File: config.mk
export PLATFORM = sky130hd
export DESIGN_NAME = htd_engine
export DESIGN_NICKNAME = d
export VERILOG_FILES = /design/src/common/htd_pkg.sv /design/src/logic/htd_byte_pacer.sv /design/src/logic/htd_engine.sv
export SDC_FILE = /design/constraint.sdc
export NUM_CORES = 1
export LEC_CHECK = 0
export BUFFER_PORTS_ARGS = -buffer_cell sky130_fd_sc_hd__buf_4
export CAP_MARGIN = 20
export CORE_MARGIN = 2
export CORE_UTILIZATION = 50
export DETAILED_ROUTE_END_ITERATION = 16
export HOLD_SLACK_MARGIN = 0.15
export PLACE_DENSITY = 0.69
export SYNTH_ARGS = -nofsm -noshare
export SYNTH_HDL_FRONTEND = slang
export SYNTH_SLANG_ARGS = --single-unit
File: constraint.sdc
create_clock -name pclk -period 5.4 [get_ports pclk]
set_input_delay 1.08 -clock pclk [delete_from_list [all_inputs] [get_ports pclk]]
set_output_delay 1.08 -clock pclk [all_outputs]
set_load 0.1 [all_outputs]
File: src/common/htd_pkg.sv
// Shared constants and carrier types of the transfer descriptor engine
package htd_pkg;

  // ********************************************************
  // Register map (byte addresses on the APB)
  // ********************************************************
  localparam int unsigned ADDR_W   = 8;
  localparam logic [7:0] OFF_CTRL   = 8'h00;
  localparam logic [7:0] OFF_STATUS = 8'h04;
  localparam logic [7:0] OFF_MASK   = 8'h08;
  localparam logic [7:0] OFF_FRAME  = 8'h0c;
  localparam logic [7:0] OFF_PEND   = 8'h10;
  localparam logic [7:0] OFF_AEND   = 8'h14;
  localparam logic [7:0] OFF_ENGINE = 8'h18;
  localparam logic [7:0] OFF_DESC   = 8'h80;
  localparam int unsigned DESC_SHIFT = 3;
  localparam int unsigned WORD_SEL_BIT = 2;

  localparam int unsigned CTRL_EN_BIT   = 0;
  localparam int unsigned CTRL_KIND_LSB = 1;
  localparam int unsigned ENG_BUSY_BIT  = 8;
  localparam int unsigned ENG_PING_BIT  = 9;

  localparam int unsigned ST_DESC_DONE  = 0;
  localparam int unsigned ST_ERR        = 1;
  localparam int unsigned ST_LIST_DONE  = 2;
  localparam int unsigned ST_W          = 3;

  localparam int unsigned LEN_W   = 10;
  localparam int unsigned FRAME_W = 11;

  // ********************************************************
  // Codes
  // ********************************************************
  localparam logic [3:0] CC_OK        = 4'h0;
  localparam logic [3:0] CC_OVERRUN   = 4'hc;
  localparam logic [3:0] CC_UNDERRUN  = 4'hd;
  localparam logic [1:0] TK_SETUP     = 2'h0;
  localparam logic [1:0] TK_OUT       = 2'h1;
  localparam logic [1:0] TK_IN        = 2'h2;
  localparam logic [1:0] TK_RSV       = 2'h3;
  localparam logic [1:0] LK_APER      = 2'h0;
  localparam logic [1:0] LK_INTR      = 2'h1;
  localparam logic [1:0] LK_ISO       = 2'h2;

  // ********************************************************
  // Descriptor, byte 7 at the top, byte 0 at the bottom
  // ********************************************************
  typedef struct packed {
    logic [7:0] sched_byte;
    logic       rsv6;
    logic [6:0] peripheral_addr;
    logic       paired;
    logic       pingpong;
    logic [1:0] token_kind;
    logic       rsv5;
    logic       low_speed;
    logic [1:0] len_hi;
    logic [7:0] len_lo;
    logic [3:0] endpoint_index;
    logic       last;
    logic       rsv3;
    logic [1:0] mps_hi;
    logic [7:0] mps_lo;
    logic [3:0] outcome_code;
    logic       toggle;
    logic       active;
    logic [1:0] moved_hi;
    logic [7:0] moved_lo;
  } htd_desc_s;

  typedef struct packed {
    logic [1:0]       token_kind;
    logic [6:0]       peripheral_addr;
    logic [3:0]       endpoint_index;
    logic             low_speed;
    logic             data1;
    logic [LEN_W-1:0] byte_len;
  } htd_token_s;

  typedef struct packed {
    logic       ok;
    logic [3:0] outcome_code;
  } htd_result_s;

endpackage

File: src/logic/htd_byte_pacer.sv
// Per-packet byte counter and memory pacing fault detector
`timescale 1ns/100ps
module htd_byte_pacer #(
  parameter int unsigned CNT_W = htd_pkg::LEN_W
) (
  input  wire logic             pclk,
  input  wire logic             presetn,
  input  wire logic             clear,
  input  wire logic             dir_in,
  input  wire logic             in_byte_stb,
  input  wire logic             mem_wr_rdy,
  input  wire logic             out_byte_req,
  input  wire logic             mem_rd_rdy,
  output logic      [CNT_W-1:0] byte_count,
  output logic                  overrun,
  output logic                  underrun
);

  typedef struct packed {
    logic [CNT_W-1:0] cnt;
    logic             ovr;
    logic             und;
  } htd_pacer_s;

  htd_pacer_s q;
  htd_pacer_s d;

  always_comb begin
    d = q;
    if (clear) begin
      d = '0;
    end else if (dir_in && in_byte_stb) begin
      // A byte that memory cannot take is lost, not retried
      if (!mem_wr_rdy) begin
        d.ovr = 1'b1;
      end else begin
        d.cnt = CNT_W'(q.cnt + 1'b1);
      end
    end else if (!dir_in && out_byte_req) begin
      if (!mem_rd_rdy) begin
        d.und = 1'b1;
      end else begin
        d.cnt = CNT_W'(q.cnt + 1'b1);
      end
    end
  end

  always_ff @(posedge pclk or negedge presetn) begin
    if (!presetn) begin
      q <= '0;
    end else begin
      q <= d;
    end
  end

  assign byte_count = q.cnt;
  assign overrun    = q.ovr;
  assign underrun   = q.und;

endmodule

File: src/logic/htd_engine.sv
// Transfer descriptor engine: APB registers, list scan, token issue and write-back
//
// Local design decisions: the placing of the registers and the APB interface to the registers.
`timescale 1ns/100ps

module htd_engine #(
  parameter int unsigned DEPTH = 8
) (
  input  wire logic                              pclk,
  input  wire logic                              presetn,
  input  wire logic                              psel,
  input  wire logic                              penable,
  input  wire logic                              pwrite,
  input  wire logic [htd_pkg::ADDR_W-1:0]        paddr,
  input  wire logic [31:0]                       pwdata,
  output logic      [31:0]                       prdata,
  output logic                                   pready,
  output logic                                   pslverr,
  output logic                                   irq,
  input  wire logic                              sof,
  output logic                                   tok_valid,
  output htd_pkg::htd_token_s                    tok,
  input  wire logic                              res_valid,
  input  wire htd_pkg::htd_result_s              res,
  input  wire logic                              in_byte_stb,
  input  wire logic                              mem_wr_rdy,
  input  wire logic                              out_byte_req,
  input  wire logic                              mem_rd_rdy
);

  localparam int unsigned IDX_W = (DEPTH > 1) ? $clog2(DEPTH) : 1;
  localparam logic [7:0]  DESC_SPAN = 8'(DEPTH * 8);

  typedef enum logic [1:0] {S_IDLE, S_SCAN, S_WAIT, S_NEXT} htd_fsm_e;

  typedef struct packed {
    htd_pkg::htd_desc_s [DEPTH-1:0] desc;
    logic                           ctrl_en;
    logic [1:0]                     kind;
    logic [htd_pkg::ST_W-1:0]       status;
    logic [htd_pkg::ST_W-1:0]       mask;
    logic [htd_pkg::FRAME_W-1:0]    frame;
    logic [IDX_W-1:0]               pend;
    logic [IDX_W-1:0]               aend;
    logic [IDX_W-1:0]               idx;
    htd_fsm_e                       fsm;
    htd_pkg::htd_token_s            tok;
    logic                           ping_sent;
    logic [31:0]                    rdata;
    logic                           slverr;
  } htd_state_s;

  htd_state_s q;
  htd_state_s n;

  // ********************************************************
  // Field helpers
  // ********************************************************
  function automatic logic [9:0] f_moved(input htd_pkg::htd_desc_s dd);
    f_moved = {dd.moved_hi, dd.moved_lo};
  endfunction

  function automatic logic [9:0] f_total(input htd_pkg::htd_desc_s dd);
    f_total = {dd.len_hi, dd.len_lo};
  endfunction

  function automatic logic [9:0] f_mps(input htd_pkg::htd_desc_s dd);
    f_mps = {dd.mps_hi, dd.mps_lo};
  endfunction

  function automatic logic f_desc_hit(input logic [7:0] a);
    f_desc_hit = (a >= htd_pkg::OFF_DESC) && (8'(a - htd_pkg::OFF_DESC) < DESC_SPAN) &&
                 (a[1:0] == 2'h0);
  endfunction

  // Poll when the frame matches first_frame modulo the interval
  function automatic logic f_poll_due(input logic [7:0] sb, input logic [7:0] fr);
    logic [7:0] pmask;
    pmask = 8'(8'h01 << sb[7:5]) - 8'h01;
    f_poll_due = ((fr ^ {3'h0, sb[4:0]}) & pmask) == 8'h00;
  endfunction

  htd_pkg::htd_desc_s cur;
  logic [IDX_W-1:0]   di;
  logic               setup;
  logic               access;
  logic               sched_ok;
  logic               pair_ok;
  logic               eligible;
  logic               list_end;
  logic               start_pkt;
  logic [9:0]         remain;
  logic [9:0]         moved_new;
  logic [htd_pkg::ST_W-1:0] ev;
  logic [31:0]        rd_data;
  logic               hit;
  logic [9:0]         pc_count;
  logic               pc_over;
  logic               pc_under;

  assign cur    = q.desc[q.idx];
  assign di     = IDX_W'(8'(paddr - htd_pkg::OFF_DESC) >> htd_pkg::DESC_SHIFT);
  assign setup  = psel && !penable;
  assign access = psel && penable;

  // ********************************************************
  // Scheduling decisions for the descriptor under the scan
  // ********************************************************
  always_comb begin
    case (q.kind)
      htd_pkg::LK_INTR: sched_ok = f_poll_due(cur.sched_byte, q.frame[7:0]);
      htd_pkg::LK_ISO:  sched_ok = cur.sched_byte == q.frame[7:0];
      default:          sched_ok = 1'b1;
    endcase
  end

  // A pong half waits for the ping half of the pair to go out
  assign pair_ok  = !cur.paired || !cur.pingpong || q.ping_sent;
  assign eligible = cur.active && (cur.token_kind != htd_pkg::TK_RSV) &&
                    sched_ok && pair_ok;
  assign list_end = (q.idx == IDX_W'(DEPTH - 1)) ||
                    ((q.kind == htd_pkg::LK_ISO) ? cur.last :
                     (q.idx == ((q.kind == htd_pkg::LK_INTR) ? q.pend : q.aend)));
  assign remain   = (f_moved(cur) >= f_total(cur)) ? 10'h000 :
                    10'(f_total(cur) - f_moved(cur));
  assign start_pkt = (q.fsm == S_SCAN) && eligible;

  // ********************************************************
  // Register read mux
  // ********************************************************
  always_comb begin
    rd_data = '0;
    hit     = 1'b1;
    case (paddr)
      htd_pkg::OFF_CTRL: begin
        rd_data[htd_pkg::CTRL_EN_BIT]         = q.ctrl_en;
        rd_data[htd_pkg::CTRL_KIND_LSB +: 2] = q.kind;
      end
      htd_pkg::OFF_STATUS: rd_data[htd_pkg::ST_W-1:0]    = q.status;
      htd_pkg::OFF_MASK:   rd_data[htd_pkg::ST_W-1:0]    = q.mask;
      htd_pkg::OFF_FRAME:  rd_data[htd_pkg::FRAME_W-1:0] = q.frame;
      htd_pkg::OFF_PEND:   rd_data[IDX_W-1:0]            = q.pend;
      htd_pkg::OFF_AEND:   rd_data[IDX_W-1:0]            = q.aend;
      htd_pkg::OFF_ENGINE: begin
        rd_data[IDX_W-1:0]                = q.idx;
        rd_data[htd_pkg::ENG_BUSY_BIT]    = q.fsm != S_IDLE;
        rd_data[htd_pkg::ENG_PING_BIT]    = q.ping_sent;
      end
      default: begin
        if (f_desc_hit(paddr)) begin
          rd_data = paddr[htd_pkg::WORD_SEL_BIT] ? q.desc[di][63:32] : q.desc[di][31:0];
        end else begin
          hit = 1'b0;
        end
      end
    endcase
  end

  // ********************************************************
  // Next state
  // ********************************************************
  always_comb begin
    n         = q;
    ev        = '0;
    moved_new = 10'(f_moved(cur) + pc_count);
    if (setup) begin
      // Sampled in setup so the answer is ready with zero wait states
      n.rdata  = rd_data;
      n.slverr = !hit;
    end
    if (sof) begin
      n.frame = htd_pkg::FRAME_W'(q.frame + 1'b1);
    end
    case (q.fsm)
      S_IDLE: begin
        if (sof && q.ctrl_en) begin
          n.idx = '0;
          n.fsm = S_SCAN;
        end
      end
      S_SCAN: begin
        if (eligible) begin
          n.tok.token_kind      = cur.token_kind;
          n.tok.peripheral_addr = cur.peripheral_addr;
          n.tok.endpoint_index  = cur.endpoint_index;
          n.tok.low_speed       = cur.low_speed;
          n.tok.data1           = cur.toggle;
          n.tok.byte_len        = (remain > f_mps(cur)) ? f_mps(cur) : remain;
          n.fsm                 = S_WAIT;
        end else begin
          n.fsm = S_NEXT;
        end
      end
      S_WAIT: begin
        if (res_valid) begin
          n.fsm = S_NEXT;
          n.desc[q.idx].active = 1'b0;
          if (pc_over) begin
            n.desc[q.idx].outcome_code = htd_pkg::CC_OVERRUN;
            ev[htd_pkg::ST_ERR] = 1'b1;
          end else if (pc_under) begin
            n.desc[q.idx].outcome_code = htd_pkg::CC_UNDERRUN;
            ev[htd_pkg::ST_ERR] = 1'b1;
          end else if (!res.ok) begin
            n.desc[q.idx].outcome_code = res.outcome_code;
            ev[htd_pkg::ST_ERR] = 1'b1;
          end else begin
            n.desc[q.idx].toggle = ~cur.toggle;
            {n.desc[q.idx].moved_hi, n.desc[q.idx].moved_lo} = moved_new;
            if (cur.paired) begin
              n.ping_sent = !cur.pingpong;
            end
            // A short IN packet also ends the transfer
            if (moved_new >= f_total(cur) ||
                (cur.token_kind == htd_pkg::TK_IN && pc_count < q.tok.byte_len)) begin
              n.desc[q.idx].outcome_code = htd_pkg::CC_OK;
              ev[htd_pkg::ST_DESC_DONE]  = 1'b1;
            end else begin
              n.desc[q.idx].active = 1'b1;
            end
          end
        end
      end
      S_NEXT: begin
        if (list_end) begin
          n.fsm = S_IDLE;
          ev[htd_pkg::ST_LIST_DONE] = 1'b1;
        end else begin
          n.idx = IDX_W'(q.idx + 1'b1);
          n.fsm = S_SCAN;
        end
      end
      default: n.fsm = S_IDLE;
    endcase
    // Software writes land after engine write-back, so software wins a collision
    if (access && pwrite) begin
      case (paddr)
        htd_pkg::OFF_CTRL: begin
          n.ctrl_en = pwdata[htd_pkg::CTRL_EN_BIT];
          n.kind    = pwdata[htd_pkg::CTRL_KIND_LSB +: 2];
        end
        htd_pkg::OFF_MASK: n.mask = pwdata[htd_pkg::ST_W-1:0];
        htd_pkg::OFF_PEND: n.pend = pwdata[IDX_W-1:0];
        htd_pkg::OFF_AEND: n.aend = pwdata[IDX_W-1:0];
        default: begin
          if (f_desc_hit(paddr)) begin
            if (paddr[htd_pkg::WORD_SEL_BIT]) begin
              n.desc[di][63:32] = pwdata;
            end else begin
              n.desc[di][31:0] = pwdata;
            end
          end
        end
      endcase
    end
    // Clear only what the read returned; a new event in the same edge survives
    if (access && !pwrite && paddr == htd_pkg::OFF_STATUS) begin
      n.status = q.status & ~q.rdata[htd_pkg::ST_W-1:0];
    end
    n.status = n.status | ev;
  end

  always_ff @(posedge pclk or negedge presetn) begin
    if (!presetn) begin
      q <= '0;
    end else begin
      q <= n;
    end
  end

  htd_byte_pacer #(
    .CNT_W (htd_pkg::LEN_W)
  ) u_pacer (
    .pclk         (pclk),
    .presetn      (presetn),
    .clear        (start_pkt),
    .dir_in       (cur.token_kind == htd_pkg::TK_IN),
    .in_byte_stb  (in_byte_stb),
    .mem_wr_rdy   (mem_wr_rdy),
    .out_byte_req (out_byte_req),
    .mem_rd_rdy   (mem_rd_rdy),
    .byte_count   (pc_count),
    .overrun      (pc_over),
    .underrun     (pc_under)
  );

  assign prdata    = q.rdata;
  assign pready    = 1'b1;
  assign pslverr   = access && q.slverr;
  assign irq       = |(q.status & q.mask);
  assign tok_valid = q.fsm == S_WAIT;
  assign tok       = q.tok;

  logic cur_toggle;
  assign cur_toggle = cur.toggle;
endmodule

==> key figures <==
Synthesis
  • Avg Inst Size Synth: 9.79 um^2
  • Unique masters post-synth: 78
  • Mapped Cells: 3515
  • Post-synthesis sequential area ratio: 44.7%
  • Predominant post-synthesis flop cell: dfrtp_1
  • Ys Warns: 0
  • Net Count, Synth: 3632
  • Syn Std Cell Area: 34400 um^2
  • Post-synth EDFFs: 0
  • Seq cells post-synth: 614
  • Share of flip-flops with an asynchronous set or reset: 100%

Place
  • Placer Congestion: 0.973
  • Hpwl dp: 83.5 mm
  • Buffers on Ports: 115

Worst setup path
  • Startpoint types: flip-flop
  • Worst reg-to-reg path cell count: 23
  • CP Capture Type: flip-flop
  • CP required: 5.93 ns
  • WS Path Type: reg2reg
  • Crit path DAT: 5.72 ns
  • Crit-path max FO: 15

Cells and area
  • Most common cell after layout, fill and taps aside: nand2_1
  • Most frequent cells in the layout: 649 x nand2_1, 612 x dfrtp_1, 353 x mux2_2, 248 x buf_4, 201 x a22oi_1
  • Post-layout net count: 3626
  • Diodes inserted: 0
  • Layout cell share with drive strength beyond 1: 23.3%
  • Fillers: 5871
  • Layout Area Growth over Synthesis: 12.1%

Floorplan
  • Initial Util: 50.3%
  • Chip Height: 266 um
  • Core Area: 68300 um^2
  • Die Span X: 266 um
  • Num rows: 96
  • Die area: 70900 um^2
  • Ports: 117

Drt
  • Drt first pass iters: 9
  • 1st-iter DRT viols: 4216
  • Detail Route Antenna Nets: 0
  • DRC Markers: 0
  • Number of vias per cell: 6.69
  • Detailed Route WL: 127 mm
  • Via count: 29.7k
  • WL per Instance: 28.6 um

Clocking
  • Clock latency on the worst-skew pair: 0.66 ns
  • CTS tree: built
  • H-tree Lvls: 3
  • Clock root buffer: clkbuf_16
  • Longest Clk Path Bufs: 3
  • Worst-path clk slew: 0.06 ns
  • Clock sink count: 614
  • Hold_buf cts: 0
  • TritonCTS Buffers: 69

Timing
  • Tmin final: 5.19 ns
  • Worst slew pin tran: 1.19 ns
  • Clk_skew: 0.0279 ns
  • Setup violators final: 0
  • Final hold viol count: 0
  • Final worst-path cycle share: 96.1%
  • Pins Over Slew Limit: 0
  • Post-Route Setup TNS: 0 ns
  • Rel. slew slack: 20.5%
  • Max Freq: 0.193 GHz
  • RSZ-0062 raised after global routing: yes

Global routing
  • Pin count of the biggest net entering global routing: 113
  • Tot GR Track Use: 35.6%
  • Vias in the first global route: 28.6k
  • Initial antenna violation count: 2
  • Grt ovf: 0
  • First-pass GRT wire length: 188 mm

Power and ir drop
  • PD cells: 366 nW/um^2
  • Final Power: 14100 uW
  • Lkg Pwr: 0.0183 uW
  • Max IR drop VDD: 0.000365 V

Run status
  • Status: finished, final reports clean

Hold path
  • Worst min path class: in2async

Job
  • MaxCap Viol Count: 0
## path summary, 6_finish.rpt
path / slack, ns / endpoint / from
worst max-delay path: 0.21 / tok[6]$_DFFE_PN0P_ / q[63]$_DFFE_PN0P_
worst min register to register: 0.48 / prdata[28]$_DFFE_PN0P_ / prdata[28]$_DFFE_PN0P_
worst min-delay path: 0.46 / q[517]$_DFFE_PN0P_ / presetn
worst max register to register: 0.21 / tok[6]$_DFFE_PN0P_ / q[63]$_DFFE_PN0P_
max in group asynchronous: 3.73 / u_pacer.byte_count[4]$_DFFE_PN0P_ / presetn
min in group pclk: 0.48 / prdata[28]$_DFFE_PN0P_ / prdata[28]$_DFFE_PN0P_
## area by class of cell
type | count | area [um^2] | area share (%)
multi-input cells | 2493 | 17400 | 45.1
clock buffers | 92 | 1910 | 4.96
well taps | 882 | 1100 | 2.86
clock inverters | 31 | 400 | 1.04
flip-flops and latches | 614 | 15400 | 39.8
inverters | 69 | 259 | 0.672
repair buffers | 262 | 2130 | 5.52
## per-stage QoR
stage / area [um^2] / instances / hold WS (ns) / setup slack [ns] / utilization (%)
final: 38600 / 4443 / 0.461 / 0.213 / 56.4
after global routing: 38600 / 4443 / 0.500 / -0.0390 / 56.4
after floorplan: 34500 / 3515 / 0.438 / 0.0194 / -
after CTS: 38400 / 4432 / 0.478 / 0.123 / 56.3
after global placement: 36100 / 4309 / 0.457 / 0.272 / 52.9
after detailed placement: 36100 / 4309 / 0.463 / 0.134 / 52.9
## synthesized netlist by cell type (10+ instances only)
master / instances / area (um^2)
o31ai_1: 24 / 180
a21o_1: 10 / 75.1
o21ai_0: 176 / 881
a21oi_1: 166 / 831
nand2_1: 657 / 2470
mux4_2: 29 / 653
and3_1: 25 / 156
ha_1: 59 / 738
nor2b_1: 18 / 113
nand4_1: 35 / 219
nor2_1: 159 / 597
a31oi_1: 34 / 213
a22oi_1: 201 / 1510
a22o_1: 45 / 394
dfrtp_1: 614 / 15400
and2_1: 14 / 87.6
buf_2: 11 / 55.1
mux2_2: 353 / 3980
a221oi_1: 46 / 403
mux2i_1: 134 / 1340
nand3_1: 27 / 135
inv_1: 67 / 251
clkbuf_1: 208 / 781
buf_4: 60 / 450
nor3_1: 51 / 255
nand2b_1: 10 / 62.6
xnor2_1: 22 / 193
and4_1: 14 / 123
buf_1: 53 / 199
o22ai_1: 20 / 125
xor2_1: 20 / 175
## cell families after synthesis
logic type	synth area share (%)
compound gates	15.9
xor+xnor	1.07
fa+ha+maj	2.26
buf+inv	5.36
flops	44.7
mux	17.9
other cells	0.0109
simple gates	12.9
## timing repair
action,in CTS,in global routing
setup endpoints to repair,0,51
resized for setup,0,13
setup buffers,0,9
## worst max-delay path, stage by stage (launching register included)
cell	delay [ns]
dfrtp_2	0.49
or2_2	0.36
nor2_4	0.26
buf_4	0.27
a22oi_1	0.11
nand2_1	0.08
nor3_1	0.05
buf_4	0.13
ha_1	0.40
inv_1	0.10
o31ai_1	0.29
a21oi_1	0.17
a21oi_2	0.25
a41oi_2	0.19
nor2_1	0.19
ha_1	0.27
a21o_1	0.16
a21o_1	0.17
a2111oi_1	0.42
a31oi_1	0.08
buf_4	0.21
nor2_1	0.09
a21oi_1	0.05
mux2_2	0.27
## sequential cells by signal (all words and copies together), names as in the netlist
signal              flops
q                     545
prdata                 32
tok                    25
u_pacer.byte_count     10
u_pacer.overrun         1
u_pacer.underrun        1
## where the power goes
group,leakage (uW),internal (uW),switching (uW)
combinational,0.00870,1360,2720
sequential,0.00847,4840,293
clock,0.00114,2770,2110
## layer usage
metal	wire length, um	vias to the layer above	share of wire [%]	GRT usage [%]
met5	24	-	0.019	0
met2	55300	2025	43	52.9
li1	-	12600	-	-
met1	48600	14600	38	47.1
met3	14600	493	11	8.81
met4	8640	4	6.8	21.0
Note: power is estimated with default switching activity, not from simulation.
